**src/irq_flag_pkg.sv**
```systemverilog
// constants, register map and types shared by the peripheral flag bank
package irq_flag_pkg;

  localparam int ADDR_W = 8;
  localparam int DATA_W = 32;
  localparam int NFLAG  = 14;

  // register byte offsets on the AXI4-Lite bus
  localparam logic [ADDR_W-1:0] FLAGS_A_OFF    = 8'h00;
  localparam logic [ADDR_W-1:0] FLAGS_C_OFF    = 8'h04;
  localparam logic [ADDR_W-1:0] IRQ_STATUS_OFF = 8'h08;
  localparam logic [ADDR_W-1:0] IRQ_MASK_OFF   = 8'h0C;

  // flag vector index: 7..0 are register a bits 7..0, 13..8 are register c bits 5..0
  localparam int PP_BIT   = 7;
  localparam int ADC_BIT  = 6;
  localparam int RXA_BIT  = 5;
  localparam int TXA_BIT  = 4;
  localparam int SSP_BIT  = 3;
  localparam int CCPA_BIT = 2;
  localparam int TMRB_BIT = 1;
  localparam int TMRA_BIT = 0;
  localparam int RXB_BIT  = 13;
  localparam int TXB_BIT  = 12;
  localparam int TMRD_BIT = 11;
  localparam int CCPE_BIT = 10;
  localparam int CCPD_BIT = 9;
  localparam int CCPC_BIT = 8;
  localparam int C_LSB    = 8;
  localparam int C_W      = 6;

  // receive and transmit flags are read-only to software
  localparam logic [NFLAG-1:0] WRITABLE_MASK = 14'h0FCF;
  localparam logic [NFLAG-1:0] MASK_RESET    = 14'h0000;

  localparam logic [1:0] CCP_OFF     = 2'h0;
  localparam logic [1:0] CCP_CAPTURE = 2'h1;
  localparam logic [1:0] CCP_COMPARE = 2'h2;
  localparam logic [1:0] CCP_PWM     = 2'h3;

  localparam logic [1:0] RESP_OKAY   = 2'h0;
  localparam logic [1:0] RESP_DECERR = 2'h3;

  typedef enum logic [2:0] {
    RD_IDLE  = 3'h1,
    RD_FETCH = 3'h2,
    RD_RESP  = 3'h4
  } rd_state_e;

endpackage : irq_flag_pkg

```
**src/reg_if.sv**
```systemverilog
// register access carrier between the bus slave and the flag bank
`timescale 1ns/1ps
interface reg_if;
  import irq_flag_pkg::*;
  logic              wr_en;
  logic [ADDR_W-1:0] wr_addr;
  logic [DATA_W-1:0] wr_data;
  logic [3:0]        wr_strb;
  logic              wr_err;
  logic [ADDR_W-1:0] rd_addr;
  logic [DATA_W-1:0] rd_data;
  logic              rd_err;

  modport bus (output wr_en, wr_addr, wr_data, wr_strb, rd_addr,
               input  wr_err, rd_data, rd_err);
  modport regs (input  wr_en, wr_addr, wr_data, wr_strb, rd_addr,
                output wr_err, rd_data, rd_err);
endinterface : reg_if
```
**src/axil_slave.sv**
```systemverilog
// AXI4-Lite slave front end: one write and one read in flight at most
`timescale 1ns/1ps
module axil_slave
  import irq_flag_pkg::*;
(
  input  wire logic              clk,
  input  wire logic              rst_n,
  input  wire logic              ce,
  input  wire logic [ADDR_W-1:0] s_axi_awaddr,
  input  wire logic              s_axi_awvalid,
  output logic                   s_axi_awready,
  input  wire logic [DATA_W-1:0] s_axi_wdata,
  input  wire logic [3:0]        s_axi_wstrb,
  input  wire logic              s_axi_wvalid,
  output logic                   s_axi_wready,
  output logic [1:0]             s_axi_bresp,
  output logic                   s_axi_bvalid,
  input  wire logic              s_axi_bready,
  input  wire logic [ADDR_W-1:0] s_axi_araddr,
  input  wire logic              s_axi_arvalid,
  output logic                   s_axi_arready,
  output logic [DATA_W-1:0]      s_axi_rdata,
  output logic [1:0]             s_axi_rresp,
  output logic                   s_axi_rvalid,
  input  wire logic              s_axi_rready,
  reg_if.bus                     rif
);
  typedef struct packed {
    logic              awready;
    logic              wready;
    logic              aw_held;
    logic              w_held;
    logic [ADDR_W-1:0] aw_addr;
    logic [DATA_W-1:0] wdata;
    logic [3:0]        wstrb;
    logic              bvalid;
    logic [1:0]        bresp;
    rd_state_e         rd_state;
    logic [ADDR_W-1:0] ar_addr;
    logic [DATA_W-1:0] rdata;
    logic [1:0]        rresp;
  } axi_s;

  axi_s st_q;
  axi_s st_d;

  // the write fires once both halves are held and the old response is gone
  assign rif.wr_en   = st_q.aw_held & st_q.w_held & ~st_q.bvalid;
  assign rif.wr_addr = st_q.aw_addr;
  assign rif.wr_data = st_q.wdata;
  assign rif.wr_strb = st_q.wstrb;
  assign rif.rd_addr = st_q.ar_addr;

  always_comb begin
    st_d = st_q;
    if (s_axi_awvalid && st_q.awready) begin
      st_d.aw_held = 1'b1;
      st_d.aw_addr = s_axi_awaddr;
    end
    if (s_axi_wvalid && st_q.wready) begin
      st_d.w_held = 1'b1;
      st_d.wdata  = s_axi_wdata;
      st_d.wstrb  = s_axi_wstrb;
    end
    if (st_q.bvalid && s_axi_bready) begin
      st_d.bvalid = 1'b0;
    end
    if (rif.wr_en) begin
      st_d.aw_held = 1'b0;
      st_d.w_held  = 1'b0;
      st_d.bvalid  = 1'b1;
      st_d.bresp   = rif.wr_err ? RESP_DECERR : RESP_OKAY;
    end
    // no new address or data is taken until the response has gone
    st_d.awready = ~st_d.aw_held & ~st_d.bvalid & ~rif.wr_en;
    st_d.wready  = ~st_d.w_held & ~st_d.bvalid & ~rif.wr_en;
    case (st_q.rd_state)
      RD_IDLE: begin
        if (s_axi_arvalid) begin
          st_d.ar_addr  = s_axi_araddr;
          st_d.rd_state = RD_FETCH;
        end
      end
      RD_FETCH: begin
        st_d.rdata    = rif.rd_data;
        st_d.rresp    = rif.rd_err ? RESP_DECERR : RESP_OKAY;
        st_d.rd_state = RD_RESP;
      end
      RD_RESP: begin
        if (s_axi_rready) begin
          st_d.rd_state = RD_IDLE;
        end
      end
      default: begin
        st_d.rd_state = RD_IDLE;
      end
    endcase
  end

  always_ff @(posedge clk or negedge rst_n) begin
    if (!rst_n) begin
      st_q          <= '0;
      st_q.awready  <= 1'b1;
      st_q.wready   <= 1'b1;
      st_q.rd_state <= RD_IDLE;
    end else if (ce) begin
      st_q <= st_d;
    end
  end

  assign s_axi_awready = st_q.awready;
  assign s_axi_wready  = st_q.wready;
  assign s_axi_bvalid  = st_q.bvalid;
  assign s_axi_bresp   = st_q.bresp;
  assign s_axi_arready = (st_q.rd_state == RD_IDLE);
  assign s_axi_rvalid  = (st_q.rd_state == RD_RESP);
  assign s_axi_rdata   = st_q.rdata;
  assign s_axi_rresp   = st_q.rresp;
endmodule : axil_slave

```
**src/flag_cell.sv**
```systemverilog
// one sticky flag bit: hardware set beats hardware clear beats software write
`timescale 1ns/1ps
module flag_cell (
  input  wire logic clk,
  input  wire logic rst_n,
  input  wire logic ce,
  input  wire logic hw_set,
  input  wire logic hw_clr,
  input  wire logic sw_wr,
  input  wire logic sw_val,
  output logic      q
);
  typedef struct packed {
    logic flag;
  } cell_s;

  cell_s cell_q;
  cell_s cell_d;

  always_comb begin
    cell_d = cell_q;
    // set wins so an event in the clearing cycle is never lost
    if (hw_set) begin
      cell_d.flag = 1'b1;
    end else if (hw_clr) begin
      cell_d.flag = 1'b0;
    end else if (sw_wr) begin
      cell_d.flag = sw_val;
    end
  end

  always_ff @(posedge clk or negedge rst_n) begin
    if (!rst_n) begin
      cell_q <= '0;
    end else if (ce) begin
      cell_q <= cell_d;
    end
  end

  assign q = cell_q.flag;
endmodule : flag_cell

```
**src/periph_flag_bank.sv**
```systemverilog
// peripheral interrupt request flag bank with AXI4-Lite access and a masked irq
//
// How it works
// parallel port flag sets on any host read or write and stays set; the code clears it when software writes zero to register a bit 7.
// parallel port flag only works in single-chip mode with external bus idle.
// converter flag sets when a conversion ends, held until software writes zero.
// serial a receive flag is read-only, set on a character, cleared by buffer read.
// serial a transmit flag is read-only, set when empty, cleared by buffer write.
// sync serial flag sets when a transfer completes, held until software clears.
// capture mode: capture/compare a flag sets on each capture of timer a.
// compare mode sets the flag on a match; pwm mode never sets it.
// timer b flag sets when its count equals its period, held until cleared.
// timer a flag sets on overflow, held until software writes zero.
// register c bits seven and six read zero; all flags reset to zero.
// flags set on their condition whatever any interrupt enable says.
// software should clear a flag before enabling and after servicing it.
`timescale 1ns/1ps
module periph_flag_bank
  import irq_flag_pkg::*;
(
  input  wire logic                   ref_clk,
  input  wire logic                   reset_n,
  input  wire logic                   ce,
  input  wire logic [ADDR_W-1:0]      s_axi_awaddr,
  input  wire logic                   s_axi_awvalid,
  output logic                        s_axi_awready,
  input  wire logic [DATA_W-1:0]      s_axi_wdata,
  input  wire logic [3:0]             s_axi_wstrb,
  input  wire logic                   s_axi_wvalid,
  output logic                        s_axi_wready,
  output logic [1:0]                  s_axi_bresp,
  output logic                        s_axi_bvalid,
  input  wire logic                   s_axi_bready,
  input  wire logic [ADDR_W-1:0]      s_axi_araddr,
  input  wire logic                   s_axi_arvalid,
  output logic                        s_axi_arready,
  output logic [DATA_W-1:0]           s_axi_rdata,
  output logic [1:0]                  s_axi_rresp,
  output logic                        s_axi_rvalid,
  input  wire logic                   s_axi_rready,
  input  wire logic                   single_chip_mode,
  input  wire logic                   ext_bus_active,
  input  wire logic                   psp_access,
  input  wire logic                   adc_done,
  input  wire logic                   rx_a_loaded,
  input  wire logic                   rx_a_read,
  input  wire logic                   tx_a_empty,
  input  wire logic                   tx_a_written,
  input  wire logic                   sync_serial_done,
  input  wire logic [1:0]             capcomp_a_mode,
  input  wire logic                   capture_a,
  input  wire logic                   compare_a,
  input  wire logic                   timer_b_match,
  input  wire logic                   timer_a_overflow,
  input  wire logic                   rx_b_loaded,
  input  wire logic                   rx_b_read,
  input  wire logic                   tx_b_empty,
  input  wire logic                   tx_b_written,
  input  wire logic                   timer_d_event,
  input  wire logic [2:0]             capcomp_cde_event,
  output logic [7:0]                  peripheral_request_flags_a,
  output logic [7:0]                  peripheral_request_flags_c,
  output logic                        irq
);

  ////////////////////////////////////////////////////////////////////////////
  // reset release

  logic rst_meta_q;
  logic rst_n;

  // assert at once, release two clean edges later
  always_ff @(posedge ref_clk or negedge reset_n) begin
    if (!reset_n) begin
      rst_meta_q <= 1'b0;
      rst_n      <= 1'b0;
    end else begin
      rst_meta_q <= 1'b1;
      rst_n      <= rst_meta_q;
    end
  end

  ////////////////////////////////////////////////////////////////////////////
  // bus front end

  reg_if rif ();

  axil_slave u_bus (
    .clk           (ref_clk),
    .rst_n         (rst_n),
    .ce            (ce),
    .s_axi_awaddr  (s_axi_awaddr),
    .s_axi_awvalid (s_axi_awvalid),
    .s_axi_awready (s_axi_awready),
    .s_axi_wdata   (s_axi_wdata),
    .s_axi_wstrb   (s_axi_wstrb),
    .s_axi_wvalid  (s_axi_wvalid),
    .s_axi_wready  (s_axi_wready),
    .s_axi_bresp   (s_axi_bresp),
    .s_axi_bvalid  (s_axi_bvalid),
    .s_axi_bready  (s_axi_bready),
    .s_axi_araddr  (s_axi_araddr),
    .s_axi_arvalid (s_axi_arvalid),
    .s_axi_arready (s_axi_arready),
    .s_axi_rdata   (s_axi_rdata),
    .s_axi_rresp   (s_axi_rresp),
    .s_axi_rvalid  (s_axi_rvalid),
    .s_axi_rready  (s_axi_rready),
    .rif           (rif.bus)
  );

  ////////////////////////////////////////////////////////////////////////////
  // write decode

  logic [NFLAG-1:0] byte_en;
  logic [NFLAG-1:0] wval;
  logic [NFLAG-1:0] wval_flags;
  logic [NFLAG-1:0] wr_flags_v;
  logic             wr_a;
  logic             wr_c;
  logic             wr_stat;
  logic             wr_mask;
  logic             psp_allowed;

  assign byte_en    = {{C_W{rif.wr_strb[1]}}, {C_LSB{rif.wr_strb[0]}}};
  assign wval       = rif.wr_data[NFLAG-1:0];
  assign wval_flags = {rif.wr_data[C_W-1:0], rif.wr_data[C_LSB-1:0]};
  assign wr_a       = rif.wr_en & (rif.wr_addr == FLAGS_A_OFF) & rif.wr_strb[0];
  assign wr_c       = rif.wr_en & (rif.wr_addr == FLAGS_C_OFF) & rif.wr_strb[0];
  assign wr_stat    = rif.wr_en & (rif.wr_addr == IRQ_STATUS_OFF);
  assign wr_mask    = rif.wr_en & (rif.wr_addr == IRQ_MASK_OFF);
  // read-only bits ignore software writes
  assign wr_flags_v = {{C_W{wr_c}}, {C_LSB{wr_a}}} & WRITABLE_MASK;
  assign rif.wr_err = ~(rif.wr_addr == FLAGS_A_OFF || rif.wr_addr == FLAGS_C_OFF ||
                        rif.wr_addr == IRQ_STATUS_OFF || rif.wr_addr == IRQ_MASK_OFF);

  ////////////////////////////////////////////////////////////////////////////
  // flag conditions

  logic [NFLAG-1:0] set_v;
  logic [NFLAG-1:0] hwclr_v;
  logic [NFLAG-1:0] flags_v;
  logic [NFLAG-1:0] status_v;

  // single-chip gating
  assign psp_allowed = single_chip_mode & ~ext_bus_active;

  // conditions reach the flags with no enable in the path
  always_comb begin
    set_v   = '0;
    hwclr_v = '0;
    // parallel port access
    set_v[PP_BIT]   = psp_access & psp_allowed;
    // conversion done
    set_v[ADC_BIT]  = adc_done;
    // receive buffer full
    set_v[RXA_BIT]  = rx_a_loaded;
    hwclr_v[RXA_BIT] = rx_a_read;
    // transmit buffer empty
    set_v[TXA_BIT]  = tx_a_empty;
    hwclr_v[TXA_BIT] = tx_a_written;
    // sync serial done
    set_v[SSP_BIT]  = sync_serial_done;
    // capture event
    // compare match, pwm silent
    set_v[CCPA_BIT] = ((capcomp_a_mode == CCP_CAPTURE) & capture_a) |
                      ((capcomp_a_mode == CCP_COMPARE) & compare_a);
    // period match
    set_v[TMRB_BIT] = timer_b_match;
    // counter overflow
    set_v[TMRA_BIT] = timer_a_overflow;
    set_v[RXB_BIT]  = rx_b_loaded;
    hwclr_v[RXB_BIT] = rx_b_read;
    set_v[TXB_BIT]  = tx_b_empty;
    hwclr_v[TXB_BIT] = tx_b_written;
    set_v[TMRD_BIT] = timer_d_event;
    set_v[CCPE_BIT] = capcomp_cde_event[2];
    set_v[CCPD_BIT] = capcomp_cde_event[1];
    set_v[CCPC_BIT] = capcomp_cde_event[0];
  end

  // flags and status ignore the mask
  for (genvar i = 0; i < NFLAG; i++) begin : g_flag
    flag_cell u_flag (
      .clk    (ref_clk),
      .rst_n  (rst_n),
      .ce     (ce),
      .hw_set (set_v[i]),
      .hw_clr (hwclr_v[i]),
      .sw_wr  (wr_flags_v[i]),
      .sw_val (wval_flags[i]),
      .q      (flags_v[i])
    );
    // status is write-one-to-clear, a fresh event still wins
    flag_cell u_stat (
      .clk    (ref_clk),
      .rst_n  (rst_n),
      .ce     (ce),
      .hw_set (set_v[i]),
      .hw_clr (wr_stat & byte_en[i] & wval[i]),
      .sw_wr  (1'b0),
      .sw_val (1'b0),
      .q      (status_v[i])
    );
  end

  ////////////////////////////////////////////////////////////////////////////
  // mask and interrupt

  typedef struct packed {
    logic [NFLAG-1:0] mask;
    logic             irq;
  } bank_s;

  bank_s st_q;
  bank_s st_d;

  always_comb begin
    st_d = st_q;
    if (wr_mask) begin
      st_d.mask = (st_q.mask & ~byte_en) | (wval & byte_en);
    end
    st_d.irq = |(status_v & st_q.mask);
  end

  always_ff @(posedge ref_clk or negedge rst_n) begin
    if (!rst_n) begin
      st_q      <= '0;
      st_q.mask <= MASK_RESET;
    end else if (ce) begin
      st_q <= st_d;
    end
  end

  ////////////////////////////////////////////////////////////////////////////
  // read mux

  always_comb begin
    rif.rd_data = '0;
    rif.rd_err  = 1'b0;
    case (rif.rd_addr)
      FLAGS_A_OFF:    rif.rd_data[C_LSB-1:0] = flags_v[C_LSB-1:0];
      // upper bits of register c read zero
      FLAGS_C_OFF:    rif.rd_data[C_W-1:0]   = flags_v[NFLAG-1:C_LSB];
      IRQ_STATUS_OFF: rif.rd_data[NFLAG-1:0] = status_v;
      IRQ_MASK_OFF:   rif.rd_data[NFLAG-1:0] = st_q.mask;
      default:        rif.rd_err = 1'b1;
    endcase
  end

  assign peripheral_request_flags_a = flags_v[C_LSB-1:0];
  assign peripheral_request_flags_c = {2'b00, flags_v[NFLAG-1:C_LSB]};
  assign irq                        = st_q.irq;
endmodule : periph_flag_bank

```
**config.mk**
```make
export PLATFORM = sky130hd
export DESIGN_NAME = periph_flag_bank
export DESIGN_NICKNAME = d
export VERILOG_FILES = /design/src/irq_flag_pkg.sv /design/src/reg_if.sv /design/src/axil_slave.sv /design/src/flag_cell.sv /design/src/periph_flag_bank.sv
export SDC_FILE = /design/constraint.sdc
export NUM_CORES = 1
export LEC_CHECK = 0
export BUFFER_PORTS_ARGS = -buffer_cell sky130_fd_sc_hd__buf_2
export CORE_MARGIN = 4
export CORE_UTILIZATION = 47
export DETAILED_ROUTE_END_ITERATION = 8
export MAX_ROUTING_LAYER = met4
export PLACE_DENSITY = 0.76
export SETUP_SLACK_MARGIN = 0.3
export SYNTH_ARGS = -nofsm -noshare
export SYNTH_HDL_FRONTEND = slang
export SYNTH_SLANG_ARGS = --single-unit
```
**constraint.sdc**
```tcl
create_clock -name ref_clk -period 2.9 [get_ports ref_clk]
set_input_delay 0.725 -clock ref_clk [delete_from_list [all_inputs] [get_ports ref_clk]]
set_output_delay 0.725 -clock ref_clk [all_outputs]
set_load 0.1 [all_outputs]
```
# Yosys cells after proc, flatten, opt, wreduce, memory -nomap -nowiden
# Index checks and enable logic that the tools add are counted.
totals:
  regBits: 103
  inputBits: 83
  out_inout_bits: 58
  word_cells: 244
op_classes:
  n_eq_ne: 13
  n_mux: 69
  n_bitwise: 44
  n_reduce_logical: 73
ops:
  columns: ["op", "n"]
  rows:
  - ["$reduce_and A2 Y1", 33]
  - ["$mux W1", 59]
  - ["$reduce_bool A2 Y1", 28]
  - ["$and A14 B14 Y14", 3]
  - ["$and A1 B1 Y1", 32]
  - ["$eq A8 B4 Y1 const B", 4]
  - ["$pmux W6 S4", 1]
  - ["$eq A8 B3 Y1 const B", 2]
  - ["$logic_not A8 Y1", 2]
  - ["$not A14 Y14", 1]
  - ["$or A14 B14 Y14", 1]
  - ["$reduce_or A14 Y1", 1]
  - ["$pmux W6 S2", 1]
  - ["$mux W11", 1]
  - ["$pmux W3 S3", 1]
  - ["$mux W2", 3]
  - ["$mux W3", 2]
  - ["$not A1 Y1", 6]
  - ["$pmux W2 S3", 1]
  - ["$reduce_and A3 Y1", 2]
  - ["$reduce_or A4 Y1", 1]
  - ["$eq A3 B1 Y1 const B", 1]
  - ["$eq A3 B2 Y1 const B", 1]
  - ["$eq A3 B3 Y1 const B", 1]
  - ["other kinds (7)", 11]

# Longest topological paths before layout
# Gate-level depths: netlist of run 1.
depth:
  ltp_word: 9
  ltp_mapped: 6
  ltp_nobuf: 3

# By module
# A second synthesis of run 1 with hierarchy kept.
unflattened:
  hier_cells: 562
  area_unflattened_um2: 7073.0
modules_own_cells:
  columns: ["module", "instances", "cells_each", "area_per_inst_um2", "seq_area_each_um2"]
  rows:
  - ["axil_slave", 1, 306, 4256.6, 2356.0]
  - ["flag_cell", 28, 5, 56.3, 25.0]
  - ["periph_flag_bank", 1, 116, 1239.9, 425.4]

# Least setup slack after synthesis of run 1
# Ideal clock, no wire load.
synth_timing:
  kind: "reg2out"
  start: "reg u_bus.st_q[42] (netlist bit)"
  end: "out s_axi_arready"
  t_arrival_ps: 2956
  t_required_ps: 2175
  slack_ps: -781
  stages_incl_launch_ff: 3
  path_buffers: 1
  cell_sequence: "dfstp_2 clkbuf_1 nor3b_1"
synth_between:
  elab_chain_cells: 1
synth_rtl:
  columns: ["element", "line_no", "source"]
  rows:
  - ["start: declaration", "axil_slave.sv:44", "axi_s st_q;"]
  - ["start signal: assignment", "axil_slave.sv:107", "st_q <= st_d;"]
  - ["$eq A3 B1 Y1", "axil_slave.sv:115", "assign s_axi_arready = (st_q.rd_state == RD_IDLE);"]
  - ["end: declaration", "periph_flag_bank.sv:36", "output logic s_axi_arready,"]
# Every way passes these cells.

# Final worst setup path of run 1
# Same ends and word-level chain as after synthesis.

==> run_summary.xml, run 1 <==
<?xml version="1.0" encoding="UTF-8"?>
<metrics>
  <group name="global_route">
    <metric name="wire_length_of_the_first_global_routing_pass" unit="mm">18.3</metric>
    <metric name="first_global_vias" unit="">3646</metric>
    <metric name="overflow" unit="">0</metric>
    <metric name="largest_net_degree_at_the_start_of_global_routing" unit="">57</metric>
    <metric name="grt_use_total" unit="">0.202</metric>
    <metric name="antenna_found_initial" unit="">0</metric>
  </group>
  <group name="die">
    <metric name="num_rows" unit="">37</metric>
    <metric name="dieWidth" unit="um">110</metric>
    <metric name="die_area" unit="mm2">0.0122</metric>
    <metric name="floorplan.initialDensity" unit="">0.478</metric>
    <metric name="pin_count" unit="">141</metric>
    <metric name="die_height" unit="um">110</metric>
    <metric name="placeableCoreArea" unit="mm2">0.0103</metric>
  </group>
  <group name="timing">
    <metric name="rsz0062_at_grt" unit="">false</metric>
    <metric name="timing.clock.skew" unit="ns">0.00866</metric>
    <metric name="setup_viol" unit="">0</metric>
    <metric name="fin_ws" unit="ns">0.582</metric>
    <metric name="drv_slew" unit="">0</metric>
    <metric name="tightest_slew" unit="ns">0.695</metric>
    <metric name="fmax" unit="MHz">431</metric>
    <metric name="maxSlewHeadroom" unit="">0.533</metric>
    <metric name="timing.setup.tns" unit="ns">0</metric>
    <metric name="finalHoldViolations" unit="">0</metric>
    <metric name="worst_hold_slack" unit="ns">0.133</metric>
    <metric name="period_share" unit="">0.799</metric>
    <metric name="final_period_minus_worst_setup_slack" unit="ns">2.32</metric>
  </group>
  <group name="clocking">
    <metric name="cts_hold_repair.buffers" unit="">0</metric>
    <metric name="cts.sinks" unit="">101</metric>
    <metric name="cts_post_setup_buffers_inserted" unit="">0</metric>
    <metric name="ctsHtreeMaxLevel" unit="">3</metric>
    <metric name="clock_latency" unit="ns">0.36</metric>
    <metric name="clk_root_buffer_cell" unit="">sky130_fd_sc_hd__clkbuf_8</metric>
    <metric name="tritoncts" unit="">yes</metric>
    <metric name="clk_pin_slew_worst_paths" unit="ns">0.09</metric>
    <metric name="ctsLongestPathBuffers" unit="">2</metric>
    <metric name="post_cts.resized_instances" unit="">0</metric>
    <metric name="tritoncts.num_buffers" unit="">9</metric>
  </group>
  <group name="final_layout">
    <metric name="layout.nets" unit="">590</metric>
    <metric name="antenna_cells_inserted" unit="">0</metric>
    <metric name="non_filler_instance_count_after_layout" unit="">648</metric>
    <metric name="sequential_cell_area" unit="mm2">0.00253</metric>
    <metric name="multiInputGateArea" unit="mm2">0.00193</metric>
    <metric name="final_core_util" unit="">0.535</metric>
    <metric name="n_fill_cell" unit="">945</metric>
    <metric name="layout.cell_area.non_filler" unit="mm2">0.00549</metric>
    <metric name="area_delta_synth_final" unit="%">11.7</metric>
    <metric name="layout-drive-gt1-share" unit="">0.383</metric>
  </group>
  <group name="route">
    <metric name="vias_per_cell" unit="">5.43</metric>
    <metric name="routed-via-count" unit="">3521</metric>
    <metric name="drt_pass_1_iters" unit="">4</metric>
    <metric name="final_antenna_net_count" unit="">0</metric>
    <metric name="route.detailed.drc" unit="">0</metric>
    <metric name="detailedRoute.firstIterationViolations" unit="">188</metric>
    <metric name="route.detailed.wl_per_inst" unit="um">17.4</metric>
    <metric name="totalWireLength" unit="mm">11.3</metric>
  </group>
  <group name="critical_path">
    <metric name="timing.critical_path.arrival" unit="ns">1.59</metric>
    <metric name="path_cells" unit="">nor3b_2 &gt; buf_2</metric>
    <metric name="setup.worst_path.start_class" unit="">flip-flop</metric>
    <metric name="criticalPathCategory" unit="">flip-flop to output pin</metric>
    <metric name="critPathMaxStageDelay" unit="ns">0.63</metric>
    <metric name="critPathMaxFanout" unit="">9</metric>
    <metric name="worstSetupEndpointType" unit="">output pin</metric>
    <metric name="worst_path_top_cell_family_by_delay" unit="">flip-flops</metric>
    <metric name="critPathSlowestCell" unit="">sky130_fd_sc_hd__dfstp_2</metric>
    <metric name="worst_ep_required_time" unit="ns">2.17</metric>
    <metric name="crit_buf_inv" unit="">1</metric>
  </group>
  <group name="logic_synthesis">
    <metric name="synth_xor_area_frac" unit="">0</metric>
    <metric name="synth_compound_gate_area_share" unit="">0.104</metric>
    <metric name="synthesis.instances" unit="">439</metric>
    <metric name="yosys-top-cells-count" unit="">98 x sky130_fd_sc_hd__dfrtp_1, 52 x sky130_fd_sc_hd__buf_4, 47 x sky130_fd_sc_hd__mux2_2, 37 x sky130_fd_sc_hd__nand2_1, 25 x sky130_fd_sc_hd__a21oi_1</metric>
    <metric name="synth_edf_count" unit="">0</metric>
    <metric name="yosys.cell_types.count" unit="">48</metric>
    <metric name="synth.largest_area_cell" unit="">sky130_fd_sc_hd__dfrtp_1</metric>
    <metric name="yosys.area_share.simple" unit="">0.114</metric>
    <metric name="synthArstFlopShare" unit="">1.00</metric>
    <metric name="synth.area.mux_share" unit="">0.155</metric>
    <metric name="netlist_top_cells_area" unit="">sky130_fd_sc_hd__dfrtp_1 50%, sky130_fd_sc_hd__mux2_2 11%, sky130_fd_sc_hd__buf_4 7.9%, sky130_fd_sc_hd__nand2_1 2.8%, sky130_fd_sc_hd__a21oi_1 2.5%</metric>
    <metric name="synthesis.area" unit="mm2">0.00492</metric>
    <metric name="yosysMostFrequentCell" unit="">sky130_fd_sc_hd__dfrtp_1</metric>
    <metric name="adder_cell_share_of_the_synthesized_area" unit="">0</metric>
    <metric name="synth_sequential_area_ratio" unit="">0.515</metric>
    <metric name="commonest_register_cell_after_synthesis" unit="">sky130_fd_sc_hd__dfrtp_1</metric>
    <metric name="synth_area_per_cell" unit="um2">11.2</metric>
    <metric name="synth_warn" unit="">0</metric>
    <metric name="synthesized_flop_and_latch_total" unit="">101</metric>
    <metric name="synth_top_family_by_area" unit="">multiplexers</metric>
    <metric name="post-synth-top-area-fraction" unit="">0.499</metric>
  </group>
  <group name="place">
    <metric name="portBuffers" unit="">100</metric>
    <metric name="place_area" unit="mm2">0.00530</metric>
    <metric name="hpwl_after_dpl" unit="mm">8.46</metric>
    <metric name="routabilityCongestion" unit="">0.867</metric>
    <metric name="place.detailed.instances" unit="">632</metric>
    <metric name="post-place-ws" unit="ns">0.362</metric>
  </group>
  <group name="pwr">
    <metric name="clock_power_share" unit="">0.178</metric>
    <metric name="powerDensity" unit="mW/mm2">923</metric>
    <metric name="cellInternalPower" unit="mW">2.78</metric>
    <metric name="switching_power" unit="mW">2.30</metric>
    <metric name="power_frac_comb" unit="">0.391</metric>
    <metric name="pwr-share-seq" unit="">0.430</metric>
    <metric name="power.switching_fraction" unit="">0.453</metric>
    <metric name="static-leakage-power" unit="nW">2.46</metric>
    <metric name="total_power_after_layout" unit="mW">5.07</metric>
    <metric name="ir_drop" unit="mV">0.805</metric>
  </group>
  <group name="status">
    <metric name="result_of_the_run" unit="">complete, no violations</metric>
  </group>
  <group name="worst_hold_path">
    <metric name="hold_path.class" unit="">primary input to async pin</metric>
  </group>
  <group name="run">
    <metric name="max_capacitance_violation_total" unit="">0</metric>
  </group>
</metrics>
-- layer usage --
layer  part of all wire  GRT usage  vias to the layer above  routed length (um)
met5                  0          -                        -                   0
met4              0.018     0.0668                        0                 208
met3              0.077     0.0483                       17                 864
met2               0.49      0.322                      130                5490
met1               0.42      0.255                     1731                4720
li1                   -          -                     1643                   -
-- worst register-to-register path, cell delays in order (launching register included) --
cell	delay, ns
sky130_fd_sc_hd__dfrtp_1	0.45
sky130_fd_sc_hd__nand4b_1	0.39
sky130_fd_sc_hd__or4_1	0.85
sky130_fd_sc_hd__mux2_4	0.38
-- cell type report --
type / count / share of cell area
tap: 136 / 0.0310
inverter: 16 / 0.0109
sequential: 101 / 0.461
clock buffer: 10 / 0.0251
multi-input combinational: 268 / 0.352
clock inverter: 6 / 0.0112
timing repair buffer: 111 / 0.108
-- logic make-up (layout without fill, tap and decap cells) --
group / Yosys count / after routing
multiplexers: 65 / 65
buffers and inverters: 89 / 143
other: 2 / 21
AO/OA/AOI/OAI: 79 / 79
AND/OR/NAND/NOR: 103 / 103
flip-flops: 101 / 101
-- final timing paths --
kind                                         endpoint  slack [ns]          startpoint  cells past startpoint
worst max register to register              flip-flop        0.72  u_bus.s_axi_bvalid                      3
worst min-delay path                            rst_n        0.13             reset_n                      1
min in group ref_clk                            rst_n        0.36          rst_meta_q                      0
worst max-delay path                    s_axi_arready        0.58      u_bus.st_q[42]                      2
max in group asynchronous              u_bus.st_q[42]        1.80               rst_n                      1
worst min register to register  u_bus.rif.wr_data[10]        0.34               rst_n                      0
-- power by group through the flow --
stage,combinational (mW),clock (mW),sequential [mW]
floorplan,1.69,0,2.21
global placement,1.95,0,2.18
detailed placement,1.99,0,2.21
CTS,2.00,0.929,2.18
global route,2.10,0.990,2.24
finish,1.99,0.905,2.18
-- layout by cell type (no fill, tap or decap), types with 8 or more instances in the layout --
cell,Yosys,routed
sky130_fd_sc_hd__nor2_1,18,18
sky130_fd_sc_hd__clkbuf_8,0,10
sky130_fd_sc_hd__nand3_1,11,11
sky130_fd_sc_hd__conb_1,2,21
sky130_fd_sc_hd__inv_1,16,16
sky130_fd_sc_hd__buf_4,52,10
sky130_fd_sc_hd__a31oi_1,14,14
sky130_fd_sc_hd__mux2_4,8,8
sky130_fd_sc_hd__mux2i_1,9,9
sky130_fd_sc_hd__a21oi_1,25,25
sky130_fd_sc_hd__mux2_2,47,47
sky130_fd_sc_hd__dfrtp_1,98,97
sky130_fd_sc_hd__buf_2,1,100
sky130_fd_sc_hd__nand2_1,37,37
Power figures use the tool's default switching activity.
==> run 2: changes to the inputs <==
- clock period: 2.9 -> 2.1 ns (I/O delays scaled with it)
==> run_summary.xml, run 2 (same netlist as run 1, synthesis figures left out) <==
<?xml version="1.0" encoding="UTF-8"?>
<metrics>
  <group name="die">
    <metric name="die_height" unit="um">110</metric>
    <metric name="placeableCoreArea" unit="mm2">0.0103</metric>
    <metric name="pin_count" unit="">141</metric>
    <metric name="die_area" unit="mm2">0.0122</metric>
    <metric name="num_rows" unit="">37</metric>
    <metric name="dieWidth" unit="um">110</metric>
    <metric name="floorplan.initialDensity" unit="">0.478</metric>
  </group>
  <group name="place">
    <metric name="place_area" unit="mm2">0.00549</metric>
    <metric name="routabilityCongestion" unit="">0.857</metric>
    <metric name="post-place-ws" unit="ns">0.0841</metric>
    <metric name="portBuffers" unit="">100</metric>
    <metric name="place.detailed.instances" unit="">644</metric>
    <metric name="hpwl_after_dpl" unit="mm">8.54</metric>
  </group>
  <group name="timing">
    <metric name="timing.clock.skew" unit="ns">0.0147</metric>
    <metric name="finalHoldViolations" unit="">0</metric>
    <metric name="final_period_minus_worst_setup_slack" unit="ns">2.00</metric>
    <metric name="worst_hold_slack" unit="ns">0.262</metric>
    <metric name="setup_viol" unit="">0</metric>
    <metric name="fin_ws" unit="ns">0.104</metric>
    <metric name="fmax" unit="MHz">501</metric>
    <metric name="period_share" unit="">0.950</metric>
    <metric name="drv_slew" unit="">0</metric>
    <metric name="rsz0062_at_grt" unit="">true</metric>
  </group>
  <group name="pwr">
    <metric name="power_frac_comb" unit="">0.427</metric>
    <metric name="powerDensity" unit="mW/mm2">1260</metric>
    <metric name="clock_power_share" unit="">0.174</metric>
    <metric name="static-leakage-power" unit="nW">2.67</metric>
    <metric name="power.switching_fraction" unit="">0.440</metric>
    <metric name="cellInternalPower" unit="mW">4.20</metric>
    <metric name="switching_power" unit="mW">3.30</metric>
    <metric name="pwr-share-seq" unit="">0.399</metric>
    <metric name="ir_drop" unit="mV">1.16</metric>
  </group>
  <group name="route">
    <metric name="drt_pass_1_iters" unit="">4</metric>
    <metric name="route.detailed.drc" unit="">0</metric>
    <metric name="detailedRoute.firstIterationViolations" unit="">220</metric>
    <metric name="final_antenna_net_count" unit="">0</metric>
    <metric name="routed-via-count" unit="">3593</metric>
    <metric name="vias_per_cell" unit="">5.33</metric>
    <metric name="totalWireLength" unit="mm">11.7</metric>
    <metric name="route.detailed.wl_per_inst" unit="um">17.3</metric>
  </group>
  <group name="critical_path">
    <metric name="setup.worst_path.start_class" unit="">flip-flop</metric>
    <metric name="timing.critical_path.arrival" unit="ns">2.25</metric>
    <metric name="worstSetupEndpointType" unit="">flip-flop</metric>
    <metric name="critPathMaxFanout" unit="">6</metric>
    <metric name="worst_ep_required_time" unit="ns">2.35</metric>
    <metric name="criticalPathCategory" unit="">flip-flop to flip-flop</metric>
  </group>
  <group name="clocking">
    <metric name="cts.sinks" unit="">101</metric>
    <metric name="ctsLongestPathBuffers" unit="">2</metric>
    <metric name="clock_latency" unit="ns">0.37</metric>
    <metric name="clk_root_buffer_cell" unit="">sky130_fd_sc_hd__clkbuf_8</metric>
    <metric name="clk_pin_slew_worst_paths" unit="ns">0.09</metric>
    <metric name="ctsHtreeMaxLevel" unit="">3</metric>
    <metric name="tritoncts.num_buffers" unit="">9</metric>
    <metric name="tritoncts" unit="">yes</metric>
  </group>
  <group name="final_layout">
    <metric name="final_core_util" unit="">0.578</metric>
    <metric name="layout-drive-gt1-share" unit="">0.435</metric>
    <metric name="layout.cells.most_common_list" unit="">93 x sky130_fd_sc_hd__dfrtp_1, 93 x sky130_fd_sc_hd__buf_2, 47 x sky130_fd_sc_hd__mux2_2, 37 x sky130_fd_sc_hd__nand2_1, 30 x sky130_fd_sc_hd__buf_4</metric>
    <metric name="antenna_cells_inserted" unit="">0</metric>
    <metric name="layout.cell_area.non_filler" unit="mm2">0.00594</metric>
    <metric name="area_delta_synth_final" unit="%">20.7</metric>
    <metric name="non_filler_instance_count_after_layout" unit="">674</metric>
    <metric name="layout.nets" unit="">617</metric>
  </group>
  <group name="global_route">
    <metric name="overflow" unit="">0</metric>
    <metric name="antenna_found_initial" unit="">0</metric>
    <metric name="first_global_vias" unit="">3597</metric>
    <metric name="grt_use_total" unit="">0.205</metric>
    <metric name="largest_net_degree_at_the_start_of_global_routing" unit="">41</metric>
    <metric name="wire_length_of_the_first_global_routing_pass" unit="mm">18.5</metric>
  </group>
  <group name="status">
    <metric name="result_of_the_run" unit="">complete, no violations</metric>
  </group>
  <group name="run">
    <metric name="max_capacitance_violation_total" unit="">0</metric>
  </group>
  <group name="worst_hold_path">
    <metric name="hold_path.class" unit="">flip-flop to async pin</metric>
  </group>
</metrics>
[run 2: cell types whose count changed in the layout (fill, tap and decap cells not counted), sizes merged]
cell         change
clkbuf           +4
buf             +24
inv              -1
dlygate4sd3      +1
clkinv           -1
clkinvlp         -1
[run 2: timing repair]
action                     CTS  global route
resized for setup           12            17
hold buffers                 1             0
hold endpoints to repair     2             0
pin swaps                    6             9
setup endpoints to repair   34            46
cloned                       0             0
buffers inserted            10             4
[run 2: power groups by stage]
stage	sequential, mW	combinational, mW	clock [mW]
floorplan	3.07	2.39	0
global placement	3.00	2.91	0
detailed placement	3.03	2.96	0
CTS	2.97	3.14	1.33
global route	3.08	3.39	1.42
finish	2.99	3.20	1.31
[run 2: cell type report]
class                           count  area (um2)
Clock buffer                       12         165
Clock inverter                      3        43.8
Fill cell                         885        4340
Inverter                           16        60.1
Multi-Input combinational cell    268        2060
Sequential cell                   101        2540
Tap cell                          136         170
Timing Repair Buffer              138         895
[run 2: through the flow]
step	setup TNS (ns)	total power, mW
final	0	7.50
after global routing	0	7.88
after CTS	0	7.44
after detailed placement	0	6.00
after global placement	0	5.90
after floorplan	-0.339	5.47
[run 2: worst max-delay path: stages, from the launching register on]
cell                      delay (ns)
sky130_fd_sc_hd__dfrtp_1        0.38
sky130_fd_sc_hd__or4_4          0.57
sky130_fd_sc_hd__or4_4          0.60
sky130_fd_sc_hd__mux2_4         0.33
[run 2: worst paths after layout]
path	from	end	slack, ns	depth (start not counted)
setup / recovery	u_bus.rif.wr_addr[5]	flip-flop	0.10	3
hold / removal	rst_n	u_bus.rif.wr_data[9]	0.26	0
setup reg to reg	u_bus.rif.wr_addr[5]	flip-flop	0.10	3
hold reg to reg	rst_n	u_bus.rif.wr_data[9]	0.26	0
max in group asynchronous	rst_n	u_bus.st_q[42]	1.14	1
min in group ref_clk	rst_meta_q	rst_n	0.36	0
[run 2: routing by layer]
metal	GRT usage	part of all wire	up-vias
met1	0.267	0.42	1724
met3	0.0466	0.081	23
li1	-	-	1700
met5	-	0	-
met2	0.311	0.47	146
met4	0.0836	0.023	0
==> run 3: changes to the inputs <==
- CTS_BUF_LIST: default -> sky130_fd_sc_hd__clkbuf_16
- MAX_ROUTING_LAYER: met4 -> default
==> run_summary.xml, run 3 (same netlist as run 1, synthesis figures left out) <==
<?xml version="1.0" encoding="UTF-8"?>
<metrics>
  <group name="timing">
    <metric name="final_period_minus_worst_setup_slack" unit="ns">1.96</metric>
    <metric name="period_share" unit="">0.933</metric>
    <metric name="fin_ws" unit="ns">0.141</metric>
    <metric name="timing.setup.tns" unit="ns">0</metric>
    <metric name="finalHoldViolations" unit="">0</metric>
    <metric name="drv_slew" unit="">0</metric>
    <metric name="maxSlewHeadroom" unit="">0.637</metric>
    <metric name="rsz0062_at_grt" unit="">true</metric>
    <metric name="setup_viol" unit="">0</metric>
    <metric name="timing.clock.skew" unit="ns">0.00627</metric>
    <metric name="tightest_slew" unit="ns">0.544</metric>
    <metric name="fmax" unit="MHz">511</metric>
  </group>
  <group name="global_route">
    <metric name="largest_net_degree_at_the_start_of_global_routing" unit="">41</metric>
    <metric name="overflow" unit="">0</metric>
    <metric name="antenna_found_initial" unit="">0</metric>
    <metric name="first_global_vias" unit="">3608</metric>
    <metric name="wire_length_of_the_first_global_routing_pass" unit="mm">18.6</metric>
    <metric name="grt_use_total" unit="">0.201</metric>
  </group>
  <group name="place">
    <metric name="post-place-ws" unit="ns">0.0902</metric>
    <metric name="routabilityCongestion" unit="">0.866</metric>
    <metric name="place_area" unit="mm2">0.00549</metric>
    <metric name="hpwl_after_dpl" unit="mm">8.55</metric>
    <metric name="place.detailed.instances" unit="">644</metric>
    <metric name="portBuffers" unit="">100</metric>
  </group>
  <group name="final_layout">
    <metric name="antenna_cells_inserted" unit="">0</metric>
    <metric name="layout.nets" unit="">618</metric>
    <metric name="layout.cell_area.non_filler" unit="mm2">0.00602</metric>
    <metric name="final_core_util" unit="">0.586</metric>
    <metric name="area_delta_synth_final" unit="%">22.4</metric>
    <metric name="layout.cells.most_common_list" unit="">95 x sky130_fd_sc_hd__buf_2, 93 x sky130_fd_sc_hd__dfrtp_1, 47 x sky130_fd_sc_hd__mux2_2, 37 x sky130_fd_sc_hd__nand2_1, 26 x sky130_fd_sc_hd__buf_4</metric>
    <metric name="non_filler_instance_count_after_layout" unit="">675</metric>
    <metric name="layout-drive-gt1-share" unit="">0.434</metric>
    <metric name="layout_commonest_cell" unit="">sky130_fd_sc_hd__buf_2</metric>
  </group>
  <group name="clocking">
    <metric name="cts.sinks" unit="">101</metric>
    <metric name="clock_latency" unit="ns">0.34</metric>
    <metric name="clk_root_buffer_cell" unit="">sky130_fd_sc_hd__clkbuf_16</metric>
    <metric name="clk_pin_slew_worst_paths" unit="ns">0.07</metric>
    <metric name="ctsHtreeMaxLevel" unit="">3</metric>
    <metric name="tritoncts" unit="">yes</metric>
    <metric name="tritoncts.num_buffers" unit="">9</metric>
    <metric name="ctsLongestPathBuffers" unit="">2</metric>
  </group>
  <group name="route">
    <metric name="route.detailed.drc" unit="">0</metric>
    <metric name="vias_per_cell" unit="">5.44</metric>
    <metric name="totalWireLength" unit="mm">11.9</metric>
    <metric name="routed-via-count" unit="">3669</metric>
    <metric name="route.detailed.wl_per_inst" unit="um">17.6</metric>
    <metric name="final_antenna_net_count" unit="">0</metric>
    <metric name="detailedRoute.firstIterationViolations" unit="">153</metric>
    <metric name="drt_pass_1_iters" unit="">5</metric>
  </group>
  <group name="pwr">
    <metric name="clock_power_share" unit="">0.204</metric>
    <metric name="ir_drop" unit="mV">1.06</metric>
    <metric name="cellInternalPower" unit="mW">4.49</metric>
    <metric name="power_frac_comb" unit="">0.413</metric>
    <metric name="power.switching_fraction" unit="">0.427</metric>
    <metric name="powerDensity" unit="mW/mm2">1300</metric>
    <metric name="static-leakage-power" unit="nW">2.71</metric>
    <metric name="pwr-share-seq" unit="">0.383</metric>
    <metric name="switching_power" unit="mW">3.34</metric>
  </group>
  <group name="critical_path">
    <metric name="timing.critical_path.arrival" unit="ns">2.19</metric>
    <metric name="criticalPathCategory" unit="">flip-flop to flip-flop</metric>
    <metric name="worstSetupEndpointType" unit="">flip-flop</metric>
    <metric name="setup.worst_path.start_class" unit="">flip-flop</metric>
    <metric name="r2r_cells" unit="">3</metric>
    <metric name="ff2ff_setup_slack" unit="ns">0.14</metric>
    <metric name="worst_ep_required_time" unit="ns">2.33</metric>
    <metric name="critPathMaxFanout" unit="">6</metric>
    <metric name="critical_path.reg2reg.startpoint" unit="">u_bus.rif.wr_addr[0]</metric>
  </group>
  <group name="worst_hold_path">
    <metric name="hold_path.class" unit="">flip-flop to async pin</metric>
  </group>
  <group name="die">
    <metric name="pin_count" unit="">141</metric>
    <metric name="die_height" unit="um">110</metric>
    <metric name="num_rows" unit="">37</metric>
    <metric name="dieWidth" unit="um">110</metric>
    <metric name="placeableCoreArea" unit="mm2">0.0103</metric>
    <metric name="die_area" unit="mm2">0.0122</metric>
    <metric name="floorplan.initialDensity" unit="">0.478</metric>
  </group>
  <group name="run">
    <metric name="max_capacitance_violation_total" unit="">0</metric>
  </group>
  <group name="status">
    <metric name="result_of_the_run" unit="">complete, no violations</metric>
  </group>
</metrics>
-- run 3: cell types whose count changed in the layout (fill, tap and decap cells not counted), moves of 2 or more --
cell	delta
sky130_fd_sc_hd__clkbuf_8	-12
sky130_fd_sc_hd__clkbuf_16	+9
sky130_fd_sc_hd__buf_4	-4
sky130_fd_sc_hd__buf_6	+3
sky130_fd_sc_hd__buf_2	+2
sky130_fd_sc_hd__clkinv_2	+2
-- run 3: critical path, stage by stage, from the launching register on --
cell                      delay [ns]
sky130_fd_sc_hd__dfrtp_1        0.39
sky130_fd_sc_hd__or4bb_4        0.55
sky130_fd_sc_hd__or4_4          0.58
sky130_fd_sc_hd__mux2_4         0.32
-- run 3: power by group through the flow --
stage	sequential, mW	clock [mW]	combinational, mW
after detailed placement	3.04	0	2.96
after floorplan	3.07	0	2.39
final	3.00	1.60	3.23
after CTS	2.98	1.64	3.17
after global routing	3.08	1.72	3.41
after global placement	3.00	0	2.90
-- run 3: per-layer routing --
metal  vias to the layer above  GRT usage  part of all wire
met5                         -          0                 0
li1                       1697          -                 -
met3                        22     0.0419             0.076
met1                      1808      0.259              0.41
met4                         0     0.0985             0.026
met2                       142      0.325              0.49
-- run 3: how the worst max path moves through the flow --
stage / from / end
floorplan: u_bus.st_q[42] / s_axi_arready
global placement: ce / flip-flop
detailed placement: ce / flip-flop
CTS: u_bus.rif.wr_addr[6] / flip-flop
global route: u_bus.rif.wr_addr[0] / flip-flop
finish: u_bus.rif.wr_addr[0] / flip-flop
-- run 3: stage by stage --
step / hold slack (ns) / total power [mW]
after floorplan: 0.229 / 5.47
after global placement: 0.311 / 5.90
after detailed placement: 0.315 / 6.00
after CTS: 0.351 / 7.79
after global routing: 0.373 / 8.21
final: 0.324 / 7.83
-- run 3: repair_timing --
| action | CTS | global route |
|---|---|---|
| resized for setup | 12 | 18 |
| buffers inserted | 12 | 3 |
| hold endpoints to repair | 2 | 0 |
| endpoints found under the setup margin | 33 | 42 |
| hold buffers | 1 | 0 |
| cloned | 0 | 0 |
| pin swaps | 6 | 5 |
-- run 3: area by class of cell --
cell class                 count  area [um2]
inverter                      16        60.1
multi-input combinational    268        2050
fill                         867        4260
clock inverter                 6        56.3
timing repair buffer         139         916
tap                          136         170
sequential                   101        2540
clock buffer                   9         225
